--- src/rtl/exec_defines.svh ---
// constants for the or/load/copy execution block
`ifndef EXEC_DEFINES_SVH
`define EXEC_DEFINES_SVH
`define OP_OR_FILE    6'h04
`define OP_COPY_FILE  6'h08
`define OP_LIT_HI     2'h3
`define OP_LIT_SUB    2'h0
`define DEST_BIT      7
`define ACC_RESET     8'h00
`define ZERO_RESET    1'b0
`define FILE_DEPTH    128
`endif

--- src/rtl/exec_pkg.sv ---
// types shared by the execution block
`include "exec_defines.svh"
package exec_pkg;
  typedef enum logic [1:0] {
    PH_DECODE  = 2'b00,
    PH_READ    = 2'b01,
    PH_PROCESS = 2'b11,
    PH_WRITE   = 2'b10
  } phase_t;
  typedef enum logic [1:0] {
    OPK_NONE = 2'b00,
    OPK_OR   = 2'b01,
    OPK_LIT  = 2'b10,
    OPK_COPY = 2'b11
  } opkind_t;
  typedef struct packed {
    logic [6:0] addr;
    logic [7:0] data;
    logic       wen;
  } file_req_t;
endpackage

--- src/rtl/file_mem.sv ---
// file register memory with registered read data
`timescale 1ns/1ns
`default_nettype none
module file_mem #(
  parameter int DEPTH = 128
) (
  input  wire logic       sys_clk,  // core clock
  input  wire logic [6:0] rdAddr,   // read address
  input  wire logic       wrEn,     // write strobe
  input  wire logic [6:0] wrAddr,   // write address
  input  wire logic [7:0] wrData,   // write data
  output logic      [7:0] rdData_r  // registered read data
);
  // cleared at power up so a zero operand is reachable
  logic [7:0] mem [DEPTH] = '{default: 8'h00};

  // write port
  always_ff @(posedge sys_clk) begin
    if (wrEn) begin
      mem[wrAddr] <= wrData;
    end
  end

  // read port
  always_ff @(posedge sys_clk) begin
    rdData_r <= mem[rdAddr];
  end
endmodule // file_mem
`default_nettype wire

--- src/rtl/or_and_move_instruction_exec.sv ---
// execution of or-into-target, load-literal and copy-location
// How it works
// RL1: opcode 00 0100 ORs accumulator with file, result to destination.
// RL2: upper bits 11 00xx load low eight bits into accumulator.
// RL3: load literal leaves the zero flag alone; done still pulses.
// RL4: opcode 00 1000 copies; low seven bits address, bit 7 destination.
// RL5: copy writes the file value unchanged to its destination.
// RL6: destination bit 0 writes accumulator, 1 writes file register back.
// RL7: copy updates zero flag even when writing back to itself.
// RL8: four phases per instruction; zero set on zero result, else cleared.
`timescale 1ns/1ns
`default_nettype none
`include "exec_defines.svh"
module or_and_move_instruction_exec #(
  parameter int DEPTH = `FILE_DEPTH
) (
  input  wire logic        sys_clk,   // 25 MHz core clock
  input  wire logic        sys_rst,   // synchronous reset, high
  input  wire logic [13:0] instr,     // instruction word, held per cycle
  output logic      [7:0]  accum_r,   // accumulator
  output logic             zero_r,    // zero flag
  output logic      [1:0]  phase_r,   // current phase code
  output logic             done_r,    // pulse at end of instruction
  output logic             illegal_r  // pulse: word not handled here
);
  // ****************************************
  // phase sequencer
  // ****************************************
  exec_pkg::phase_t   phase_r_q, phase_nxt;
  exec_pkg::opkind_t  kind_r, kind_nxt;
  exec_pkg::file_req_t req;
  logic [13:0] ir_r;
  logic [7:0]  fileVal;
  logic [7:0]  result_r, result_nxt;

  // gray walk through four phases
  always_comb begin
    unique case (phase_r_q)
      exec_pkg::PH_DECODE:  phase_nxt = exec_pkg::PH_READ;
      exec_pkg::PH_READ:    phase_nxt = exec_pkg::PH_PROCESS;
      exec_pkg::PH_PROCESS: phase_nxt = exec_pkg::PH_WRITE;
      exec_pkg::PH_WRITE:   phase_nxt = exec_pkg::PH_DECODE;
    endcase
  end

  // phase register
  always_ff @(posedge sys_clk) begin
    if (sys_rst) begin
      phase_r_q <= exec_pkg::PH_DECODE;
    end else begin
      phase_r_q <= phase_nxt; // RL8
    end
  end

  // ****************************************
  // decode
  // ****************************************
  // classify the incoming word
  always_comb begin
    kind_nxt = exec_pkg::OPK_NONE;
    if (instr[13:8] == `OP_OR_FILE) begin
      kind_nxt = exec_pkg::OPK_OR; // RL1
    end else if (instr[13:8] == `OP_COPY_FILE) begin
      kind_nxt = exec_pkg::OPK_COPY; // RL4
    end else if (instr[13:12] == `OP_LIT_HI &&
                 instr[11:10] == `OP_LIT_SUB) begin
      kind_nxt = exec_pkg::OPK_LIT; // RL2
    end
  end

  // latch word and kind in decode phase
  always_ff @(posedge sys_clk) begin
    if (sys_rst) begin
      ir_r   <= 14'h0000;
      kind_r <= exec_pkg::OPK_NONE;
    end else if (phase_r_q == exec_pkg::PH_DECODE) begin
      ir_r   <= instr;
      kind_r <= kind_nxt;
    end
  end

  // ****************************************
  // file access
  // ****************************************
  assign req.addr = ir_r[6:0]; // RL4
  assign req.data = result_r;
  assign req.wen  = (phase_r_q == exec_pkg::PH_WRITE) && ir_r[`DEST_BIT] &&
                    (kind_r == exec_pkg::OPK_OR ||
                     kind_r == exec_pkg::OPK_COPY); // RL6

  file_mem #(.DEPTH(DEPTH)) u_file (
    .sys_clk  (sys_clk),
    .rdAddr   (req.addr),
    .wrEn     (req.wen),
    .wrAddr   (req.addr),
    .wrData   (req.data),
    .rdData_r (fileVal)
  );

  // ****************************************
  // process
  // ****************************************
  // operand combine
  always_comb begin
    unique case (kind_r)
      exec_pkg::OPK_OR:   result_nxt = accum_r | fileVal; // RL1
      exec_pkg::OPK_COPY: result_nxt = fileVal; // RL5
      exec_pkg::OPK_LIT:  result_nxt = ir_r[7:0]; // RL2
      exec_pkg::OPK_NONE: result_nxt = 8'h00;
    endcase
  end

  // result captured at process phase
  always_ff @(posedge sys_clk) begin
    if (sys_rst) begin
      result_r <= 8'h00;
    end else if (phase_r_q == exec_pkg::PH_PROCESS) begin
      result_r <= result_nxt;
    end
  end

  // ****************************************
  // write back
  // ****************************************
  // accumulator write
  always_ff @(posedge sys_clk) begin
    if (sys_rst) begin
      accum_r <= `ACC_RESET;
    end else if (phase_r_q == exec_pkg::PH_WRITE) begin
      if (kind_r == exec_pkg::OPK_LIT) begin
        accum_r <= result_r; // RL2
      end else if ((kind_r == exec_pkg::OPK_OR ||
                    kind_r == exec_pkg::OPK_COPY) &&
                   !ir_r[`DEST_BIT]) begin
        accum_r <= result_r; // RL6
      end
    end
  end

  // zero flag, untouched by literal load
  always_ff @(posedge sys_clk) begin
    if (sys_rst) begin
      zero_r <= `ZERO_RESET;
    end else if (phase_r_q == exec_pkg::PH_WRITE &&
                 (kind_r == exec_pkg::OPK_OR ||
                  kind_r == exec_pkg::OPK_COPY)) begin
      zero_r <= (result_r == 8'h00); // RL7 RL8
    end
  end

  // status outputs
  always_ff @(posedge sys_clk) begin
    if (sys_rst) begin
      phase_r   <= 2'h0;
      done_r    <= 1'b0;
      illegal_r <= 1'b0;
    end else begin
      phase_r   <= phase_nxt;
      done_r    <= (phase_r_q == exec_pkg::PH_WRITE);
      illegal_r <= (phase_r_q == exec_pkg::PH_WRITE) &&
                   (kind_r == exec_pkg::OPK_NONE);
    end
  end

  // ****************************************
  // checks
  // ****************************************
  // literal load must not disturb the zero flag
  AST_LIT_KEEPS_ZERO: assert property ( // RL3
    @(posedge sys_clk) disable iff (sys_rst)
    (phase_r_q == exec_pkg::PH_WRITE && kind_r == exec_pkg::OPK_LIT)
    |=> $stable(zero_r)) else $error("literal load changed zero");
  // literal byte lands in the accumulator
  AST_LIT_LOADS: assert property ( // RL2
    @(posedge sys_clk) disable iff (sys_rst)
    (phase_r_q == exec_pkg::PH_WRITE && kind_r == exec_pkg::OPK_LIT)
    |=> accum_r == $past(ir_r[7:0])) else $error("literal not loaded");
  // zero flag follows the result of or and copy
  AST_ZERO_FOLLOWS: assert property ( // RL7
    @(posedge sys_clk) disable iff (sys_rst)
    (phase_r_q == exec_pkg::PH_WRITE && kind_r != exec_pkg::OPK_LIT &&
     kind_r != exec_pkg::OPK_NONE)
    |=> zero_r == ($past(result_r) == 8'h00)) else $error("zero wrong");
  // file destination leaves the accumulator alone
  AST_DEST_FILE: assert property ( // RL6
    @(posedge sys_clk) disable iff (sys_rst)
    (phase_r_q == exec_pkg::PH_WRITE && ir_r[`DEST_BIT] &&
     kind_r != exec_pkg::OPK_LIT)
    |=> $stable(accum_r)) else $error("acc written for file dest");
  // copy to accumulator delivers the read value
  AST_DEST_ACC: assert property ( // RL5
    @(posedge sys_clk) disable iff (sys_rst)
    (phase_r_q == exec_pkg::PH_WRITE && !ir_r[`DEST_BIT] &&
     kind_r == exec_pkg::OPK_COPY)
    |=> accum_r == $past(result_r)) else $error("copy to acc lost");
  // or combines accumulator and file operand
  AST_OR_RESULT: assert property ( // RL1
    @(posedge sys_clk) disable iff (sys_rst)
    (phase_r_q == exec_pkg::PH_PROCESS && kind_r == exec_pkg::OPK_OR)
    |=> result_r == ($past(accum_r) | $past(fileVal)))
    else $error("or result wrong");
  // copy passes the file value through untouched
  AST_COPY_RESULT: assert property ( // RL4
    @(posedge sys_clk) disable iff (sys_rst)
    (phase_r_q == exec_pkg::PH_PROCESS && kind_r == exec_pkg::OPK_COPY)
    |=> result_r == $past(fileVal)) else $error("copy altered value");
  // decode, read, process, write, then decode again
  AST_FOUR_PHASES: assert property ( // RL8
    @(posedge sys_clk) disable iff (sys_rst)
    (phase_r_q == exec_pkg::PH_DECODE) |=> ##2 phase_r_q == exec_pkg::PH_WRITE
    ##1 phase_r_q == exec_pkg::PH_DECODE) else $error("phase walk");

  // ****************************************
  // pulse and sequencing checks
  // ****************************************
  // illegal only ever rides on the done pulse
  AST_ILLEGAL_WITH_DONE: assert property ( // RL8
    @(posedge sys_clk) disable iff (sys_rst)
    illegal_r |-> done_r) else $error("illegal without done");
  // one done per four-cycle instruction
  AST_DONE_SPACING: assert property ( // RL8
    @(posedge sys_clk) disable iff (sys_rst)
    done_r |=> (!done_r) [*3] ##1 done_r) else $error("done spacing");
  // latched word ignores the input outside decode
  AST_WORD_HELD: assert property ( // RL8
    @(posedge sys_clk) disable iff (sys_rst)
    (phase_r_q != exec_pkg::PH_DECODE) |=> $stable(ir_r) && $stable(kind_r))
    else $error("word changed mid instruction");
  // visible phase code tracks the sequencer
  AST_PHASE_SHOWN: assert property ( // RL8
    @(posedge sys_clk) disable iff (sys_rst)
    phase_r == phase_r_q) else $error("phase output stale");

  // main scenarios
  COV_OR: cover property (@(posedge sys_clk)
    phase_r_q == exec_pkg::PH_WRITE && kind_r == exec_pkg::OPK_OR);
  COV_LIT: cover property (@(posedge sys_clk)
    phase_r_q == exec_pkg::PH_WRITE && kind_r == exec_pkg::OPK_LIT);
  COV_COPY_SELF: cover property (@(posedge sys_clk)
    req.wen && kind_r == exec_pkg::OPK_COPY);
  COV_ZERO_SET: cover property (@(posedge sys_clk)
    phase_r_q == exec_pkg::PH_WRITE && result_r == 8'h00 &&
    kind_r == exec_pkg::OPK_COPY);
  COV_ILLEGAL: cover property (@(posedge sys_clk)
    illegal_r);
endmodule // or_and_move_instruction_exec
`default_nettype wire
--- config.mk ---
export PLATFORM = sky130hd
export DESIGN_NAME = or_and_move_instruction_exec
export DESIGN_NICKNAME = d
export VERILOG_FILES = /design/src/rtl/exec_pkg.sv /design/src/rtl/file_mem.sv /design/src/rtl/or_and_move_instruction_exec.sv
export VERILOG_INCLUDE_DIRS = /design/src /design/src/rtl
export SDC_FILE = /design/constraint.sdc
export NUM_CORES = 1
export LEC_CHECK = 0
export BUFFER_PORTS_ARGS = -buffer_cell sky130_fd_sc_hd__buf_2
export CORE_MARGIN = 2
export CORE_UTILIZATION = 30
export CTS_CLUSTER_SIZE = 14
export DETAILED_ROUTE_END_ITERATION = 7
export SLEW_MARGIN = 20
export SYNTH_ARGS = -nofsm -noshare
export SYNTH_HDL_FRONTEND = slang
export SYNTH_HIERARCHICAL = 1
export SYNTH_SLANG_ARGS = --single-unit
--- constraint.sdc ---
create_clock -name sys_clk -period 6.34 [get_ports sys_clk]
set_input_delay 0.317 -clock sys_clk [delete_from_list [all_inputs] [get_ports sys_clk]]
set_output_delay 0.317 -clock sys_clk [all_outputs]
set_load 0.005 [all_outputs]
==> flow_summary.yaml, run 1 <==
setup_path:
  crit_family: "multiplexers"
  crit_buf_inv: 1
  max_stage_delay_ns: 0.94
  path_cells: "buf_12, mux4_2, mux4_2, mux4_2, mux2_2"
  path_common_cell: "mux4_2"
  path_class: "flip-flop to flip-flop"
  rrSetupSlack_ns: 2.49
  worst-path-max-fanout: 142
  endpoint_kind: "flip-flop"
  critPathRequiredTime_ns: 6.89
  crit_slowest_cell: "dfxtp_4"
  worstReg2RegStart: "ir_r[2]"
  arrival_ns: 4.40
  ff2ff_path_depth: 5
  critPathLaunchType: "flip-flop"
  r2r-end: "u_file/rdData_r[5]"
cells_and_area:
  design_area_sq_um: 47000
  layout.nets: 1896
  layout-drive-gt1-share_pct: 29.9
  area_delta_synth_final_pct: 14.8
yosys:
  synth_async_sr_flop_share_pct: 0
  avgSynthCellArea_sq_um: 22.9
  synth_cells: 1785
  synthFlopType: "edfxtp_1"
  synth.distinct_cells: 30
  ys_ff_latch: 1063
  netlist_area_sq_um: 40900
  yosys_warnings: 6
  syn_nets: 1801
  synth_edf_count: 1024
  ys_seq_area_share_pct: 77.0
power_and_ir_drop:
  ir_worst_vdd_mv: 0.205
  powerDensity_nw_per_um2: 314
  p_leak_uw: 0.0140
sta:
  whs_ns: 0.104
  worst_pin_slew_ns: 1.15
  clock_skew_ns: 0.0331
  setup_viol: 0
  post-route-period-util_pct: 60.7
  period_minus_slack_ns: 3.85
  timing.fmax_mhz: 260
  relSlewSlack_pct: 23.4
  fin_tns_setup_ns: 0
  finalMaxSlewViolations: 0
  rsz0062_at_grt: "false"
  finalWorstSetupSlack_ns: 2.49
  hold_violations: 0
drt:
  ant_nets: 0
  drtIter0Drc: 1943
  avgRoutedWirePerCell_um: 25.4
  routed_wl_mm: 95.2
  vias: 19000
  drc: 0
  drt-vias-per-instance: 5.07
  first_pass_iters: 5
grt:
  antenna_found_initial: 3
  grt_max_degree: 143
  grt_pass1_vias: 19200
  grt_pass1_wl_mm: 138
  gr-usage-all-layers_pct: 13.4
  gr-total-overflow: 0
worst_hold_path:
  hold_path.startpoint: "instr[11]"
  holdPathStages: 4
  min_to: "kind_r[1]"
  hold_class: "input port to flip-flop"
clock_tree:
  clkSinkCount: 1063
  tritoncts: "yes"
  clk_path_buf_depth: 3
  cts_made_buffers: 103
  postCtsSetupRepairBufs: 0
  clkTransAtPathRegs_ns: 0.06
  clock_latency_ns: 0.69
  h-tree-depth: 3
  cts_root_buffer: "clkbuf_16"
placed_design:
  place_area_sq_um: 43300
  numPortBuffers: 28
  dpl_worst_slack_ns: 2.30
  finalWeightedCongestion: 0.792
  hpwl_mm: 56.4
floorplanning:
  rows: 135
  io_pins: 29
  fp.coreArea_sq_um: 135000
  dieArea_sq_um: 139000
  start_util_pct: 30.2
  fp.dieH_um: 373
  die_x_um: 373
status:
  run_status: "finished clean"
flow_run:
  drv_cap: 0
-- through the flow --
stage / power (uW) / util, % / cells
floorplan: 8360 / - / 1785
global placement: 8620 / 32.0 / 3540
detailed placement: 8630 / 32.0 / 3540
CTS: 14900 / 34.6 / 3744
global route: 15200 / 34.7 / 3749
finish: 14700 / 34.7 / 3749
-- area by class of cell --
type                       count  area [sq um]
timing repair buffer          89           722
multi-input combinational    623          9000
antenna                        1          2.50
clock inverter                69           772
tap                         1781          2230
fill                       12400         88500
clock buffer                 123          2700
sequential                  1063         31600
-- placed cells by master, fill, tap and decap left out, types with 15 or more instances in the layout --
master and count:
edfxtp_1 1024, mux4_2 336, nor2_1 136, clkbuf_16 105, nand2_1 42, buf_4 42, clkinv_1 28, buf_2 28
dfxtp_1 27, nor2b_1 18, clkbuf_1 18, bufinv_16 15, clkinv_2 15
-- how the worst max path moves through the flow --
stage                 start            endpoint  slack (ns)  cells after the start
floorplan           ir_r[0]  u_file/rdData_r[0]        3.48                      6
global placement    ir_r[0]  u_file/rdData_r[3]        2.30                      5
detailed placement  ir_r[0]  u_file/rdData_r[3]        2.30                      5
CTS                 ir_r[0]  u_file/rdData_r[3]        2.28                      5
global route        ir_r[0]  u_file/rdData_r[2]        2.35                      5
finish              ir_r[2]  u_file/rdData_r[5]        2.49                      5
-- cell usage after synthesis, types with 8 or more instances --
master,count,share of area (%)
mux4_2,336,18
mux2i_1,8,0.20
nor2b_1,18,0.27
mux2_2,8,0.22
buf_1,18,0.16
buf_4,13,0.24
a21oi_1,12,0.15
nor2_1,141,1.3
nand3_1,13,0.16
clkbuf_1,49,0.45
dfxtp_1,39,1.9
a311oi_1,8,0.17
nand2_1,42,0.38
nor3_1,9,0.11
edfxtp_1,1024,75
o21ai_0,8,0.098
buf_2,16,0.20
-- power by group --
part | leakage [uW] | switching (uW) | total [uW] | internal [uW]
clock network | 0.00168 | 2610 | 6260 | 3650
registers | 0.00977 | 88.2 | 7780 | 7690
logic | 0.00257 | 376 | 701 | 324
-- worst reg2reg max path, cell delays in order (launching register included) --
cell and delay (ns):
dfxtp_4 0.94, buf_12 0.73, mux4_2 0.55, mux4_2 0.60
mux4_2 0.60, mux2_2 0.32
-- what timing repair did --
item / CTS / global route
resized for setup: 0 / 0
hold buffers: 12 / 0
hold endpoints to repair: 10 / 0
-- layer usage --
metal,routed length [um],GRT usage [%]
met5,13,0
met1,38200,17.7
met4,2490,4.13
met2,46800,21.9
met3,7730,3.36
-- logic make-up (layout without fill, tap and decap cells) --
| kind of cell | count (synthesis) | in the layout | share of synthesized area [%] |
|---|---|---|---|
| flops | 1063 | 1063 | 77.0 |
| simple gates | 241 | 241 | 2.52 |
| buf+inv | 99 | 281 | 1.13 |
| mux | 352 | 352 | 18.9 |
| xor+xnor | 1 | 1 | 0.0214 |
| other cells | 0 | 1 | 0 |
| compound gates | 29 | 29 | 0.434 |
-- flip-flops by register name, indices dropped and copies added (netlist names) --
name             cells
u_file/rdData_r      8
kind_r               2
phase_r              2
done_r               1
u_file/mem        1024
illegal_r            1
zero_r               1
result_r             8
accum_r              8
ir_r                 8
Note: power is estimated with default switching activity, not from simulation.
==> run 2, diff against run 1 <==
--- a/config.mk
+++ b/config.mk
@@ -6,6 +6,7 @@
 export SDC_FILE = /design/constraint.sdc
 export NUM_CORES = 1
 export LEC_CHECK = 0
+export ABC_AREA = 1
 export BUFFER_PORTS_ARGS = -buffer_cell sky130_fd_sc_hd__buf_2
 export CORE_MARGIN = 2
 export CORE_UTILIZATION = 30
==> constraint.sdc (replaced) <==
create_clock -name sys_clk -period 3.2 [get_ports sys_clk]
set_input_delay 0.16 -clock sys_clk [delete_from_list [all_inputs] [get_ports sys_clk]]
set_output_delay 0.16 -clock sys_clk [all_outputs]
set_load 0.005 [all_outputs]
==> run 2 against run 1 <==
Core utilization is 0.058 points higher. Critical path depth is 2 higher. Clock skew is 0.0061 ns lower. Sequential share of layout area is 3.9 points lower.
==> flow_summary.yaml, run 2 <==
yosys:
  synth.distinct_cells: 25
  ys_seq_area_share_pct: 72.6
  ys_ff_latch: 1063
  netlist_top_cells_area: "edfxtp_1, nand3_1, nand2_1, dfxtp_1, nor2_1"
  yosysTopAreaCellShare_pct: 70.8
  synthFlopType: "edfxtp_1"
  netlist_area_sq_um: 43400
  synth_largest_area_cell: "edfxtp_1"
  synth_cells: 3752
  yosys_warnings: 6
  avgSynthCellArea_sq_um: 11.6
  synth_most_common_cell: "nand2_1"
  synthTopCellsByCount: "nand2_1, edfxtp_1, nand3_1, nor2_1, buf_2"
  synth_edf_count: 1024
  syn_nets: 3768
  synth_async_sr_flop_share_pct: 0
grt:
  antenna_found_initial: 0
  gr-usage-all-layers_pct: 15.1
  grt_max_degree: 161
  grt_pass1_vias: 27500
  grt_pass1_wl_mm: 172
  gr-total-overflow: 0
cells_and_area:
  nFillCells: 14100
  design_area_sq_um: 49900
  layout-drive-gt1-share_pct: 9.91
  layout.nets: 3873
  layout.cells.most_common: "nand2_1"
  final_cell_mix: "nand2_1, edfxtp_1, nand3_1, nor2_1, buf_4"
  area_delta_synth_final_pct: 15.0
  largest_reg_flops: 1024
  multi_input_area_sq_um: 10300
  instances_no_fill: 5849
  largest-register: "u_file/mem"
  regArea_sq_um: 31600
sta:
  clock_skew_ns: 0.0270
  hold_violations: 0
  rsz0062_at_grt: "false"
  setup_viol: 0
  post-route-period-util_pct: 91.7
  relSlewSlack_pct: 29.1
  fin_tns_setup_ns: 0
  period_minus_slack_ns: 2.93
  timing.fmax_mhz: 341
  worst_pin_slew_ns: 1.06
  whs_ns: 0.297
  finalMaxSlewViolations: 0
placed_design:
  hpwl_mm: 64.4
  dp_cells: 5636
  finalWeightedCongestion: 0.851
  place_area_sq_um: 46400
  numPortBuffers: 28
setup_path:
  endpoint_kind: "flip-flop"
  path_class: "flip-flop to flip-flop"
  critPathLaunchType: "flip-flop"
  endpoint: "u_file/mem[91][6]"
  worst-path-max-fanout: 15
  ff2ff_path_depth: 7
  rrSetupSlack_ns: 0.27
  arrival_ns: 3.26
  worstReg2RegStart: "kind_r[0]"
  crit_path_start: "kind_r[0]"
  r2r-end: "u_file/mem[91][6]"
  critPathRequiredTime_ns: 3.53
clock_tree:
  h-tree-depth: 3
  clock_latency_ns: 0.70
  cts_made_buffers: 107
  tritoncts: "yes"
  clk_path_buf_depth: 3
  clkTransAtPathRegs_ns: 0.06
  cts_root_buffer: "clkbuf_16"
  clkSinkCount: 1063
  cts_resized: 0
status:
  run_status: "finished clean"
floorplanning:
  dieArea_sq_um: 148000
  rows: 139
  fp.dieH_um: 384
  start_util_pct: 30.2
  fp.coreArea_sq_um: 144000
  die_x_um: 384
  io_pins: 29
drt:
  drtIter0Drc: 3268
  drt-vias-per-instance: 4.90
  avgRoutedWirePerCell_um: 19.5
  ant_nets: 0
  routed_wl_mm: 114
  vias: 28600
  drc: 0
  first_pass_iters: 6
worst_hold_path:
  hold_class: "input port to flip-flop"
power_and_ir_drop:
  powerDensity_nw_per_um2: 603
  ir_worst_vdd_mv: 0.422
  p_leak_uw: 0.0181
flow_run:
  drv_cap: 0
==> run 2: metal layers <==
| metal | global-route usage (%) | vias to the layer above | wire length (um) |
|---|---|---|---|
| met3 | 2.01 | 193 | 7670 |
| met4 | 4.90 | 0 | 3200 |
| met2 | 24.4 | 1021 | 53600 |
| li1 | - | 13400 | - |
| met5 | 0 | - | 0 |
| met1 | 21.1 | 14000 | 49500 |
==> run 2: cell type report <==
| class | count | area share, % |
|---|---|---|
| Timing Repair Buffer | 233 | 4.07 |
| Clock inverter | 50 | 1.00 |
| Inverter | 42 | 0.368 |
| Multi-Input combinational cell | 2410 | 20.7 |
| Antenna cell | 1 | 0.00501 |
| Sequential cell | 1063 | 63.2 |
| Tap cell | 1903 | 4.77 |
| Clock buffer | 147 | 5.83 |
==> run 2: logic make-up (layout without fill, tap and decap cells) <==
logic type,after synthesis,in the layout,synth area share (%)
other,0,1,0
AO/OA/AOI/OAI,43,43,0.525
flip-flops,1063,1063,72.6
AND/OR/NAND/NOR,2367,2367,23.3
buffers and inverters,279,472,3.54
==> run 2: how the worst min path moves through the flow <==
stage / cells after the start / slack (ns) / to / startpoint
after floorplan: 1 / 0.23 / accum_r[0] / sys_rst
after global placement: 3 / 0.43 / ir_r[2] / instr[2]
after detailed placement: 3 / 0.44 / ir_r[2] / instr[2]
after CTS: 4 / 0.28 / ir_r[2] / instr[2]
after global routing: 4 / 0.30 / ir_r[2] / instr[2]
final: 4 / 0.30 / ir_r[2] / instr[2]
==> run 2: repair_timing <==
item	in CTS	in global routing
buffers inserted	0	0
endpoints found under the hold margin	22	0
endpoints found under the setup margin	0	0
hold buffers	15	0
==> run 2: per-stage QoR <==
| stage | worst slack [ns] | util, % | total power, uW |
|---|---|---|---|
| floorplan | 0.786 | - | 17200 |
| global route | 0.144 | 34.7 | 31000 |
| finish | 0.266 | 34.8 | 30100 |
| global placement | 0.284 | 32.3 | 18100 |
| detailed placement | 0.263 | 32.3 | 18100 |
| CTS | 0.261 | 34.7 | 30300 |
==> run 2: worst max-delay path, cell delays in order (launching register included) <==
cell     delay [ns]
dfxtp_1        0.62
inv_1          0.15
nor2_1         0.25
inv_1          0.09
nor2_1         0.13
buf_4          0.19
nand2_1        0.46
nor2_1         0.68
==> run 2: report_power, final <==
group          switching (uW)  internal, uW
logic                    1800           639
clock network            5190          7070
registers                 157         15200
total                    7150         22900
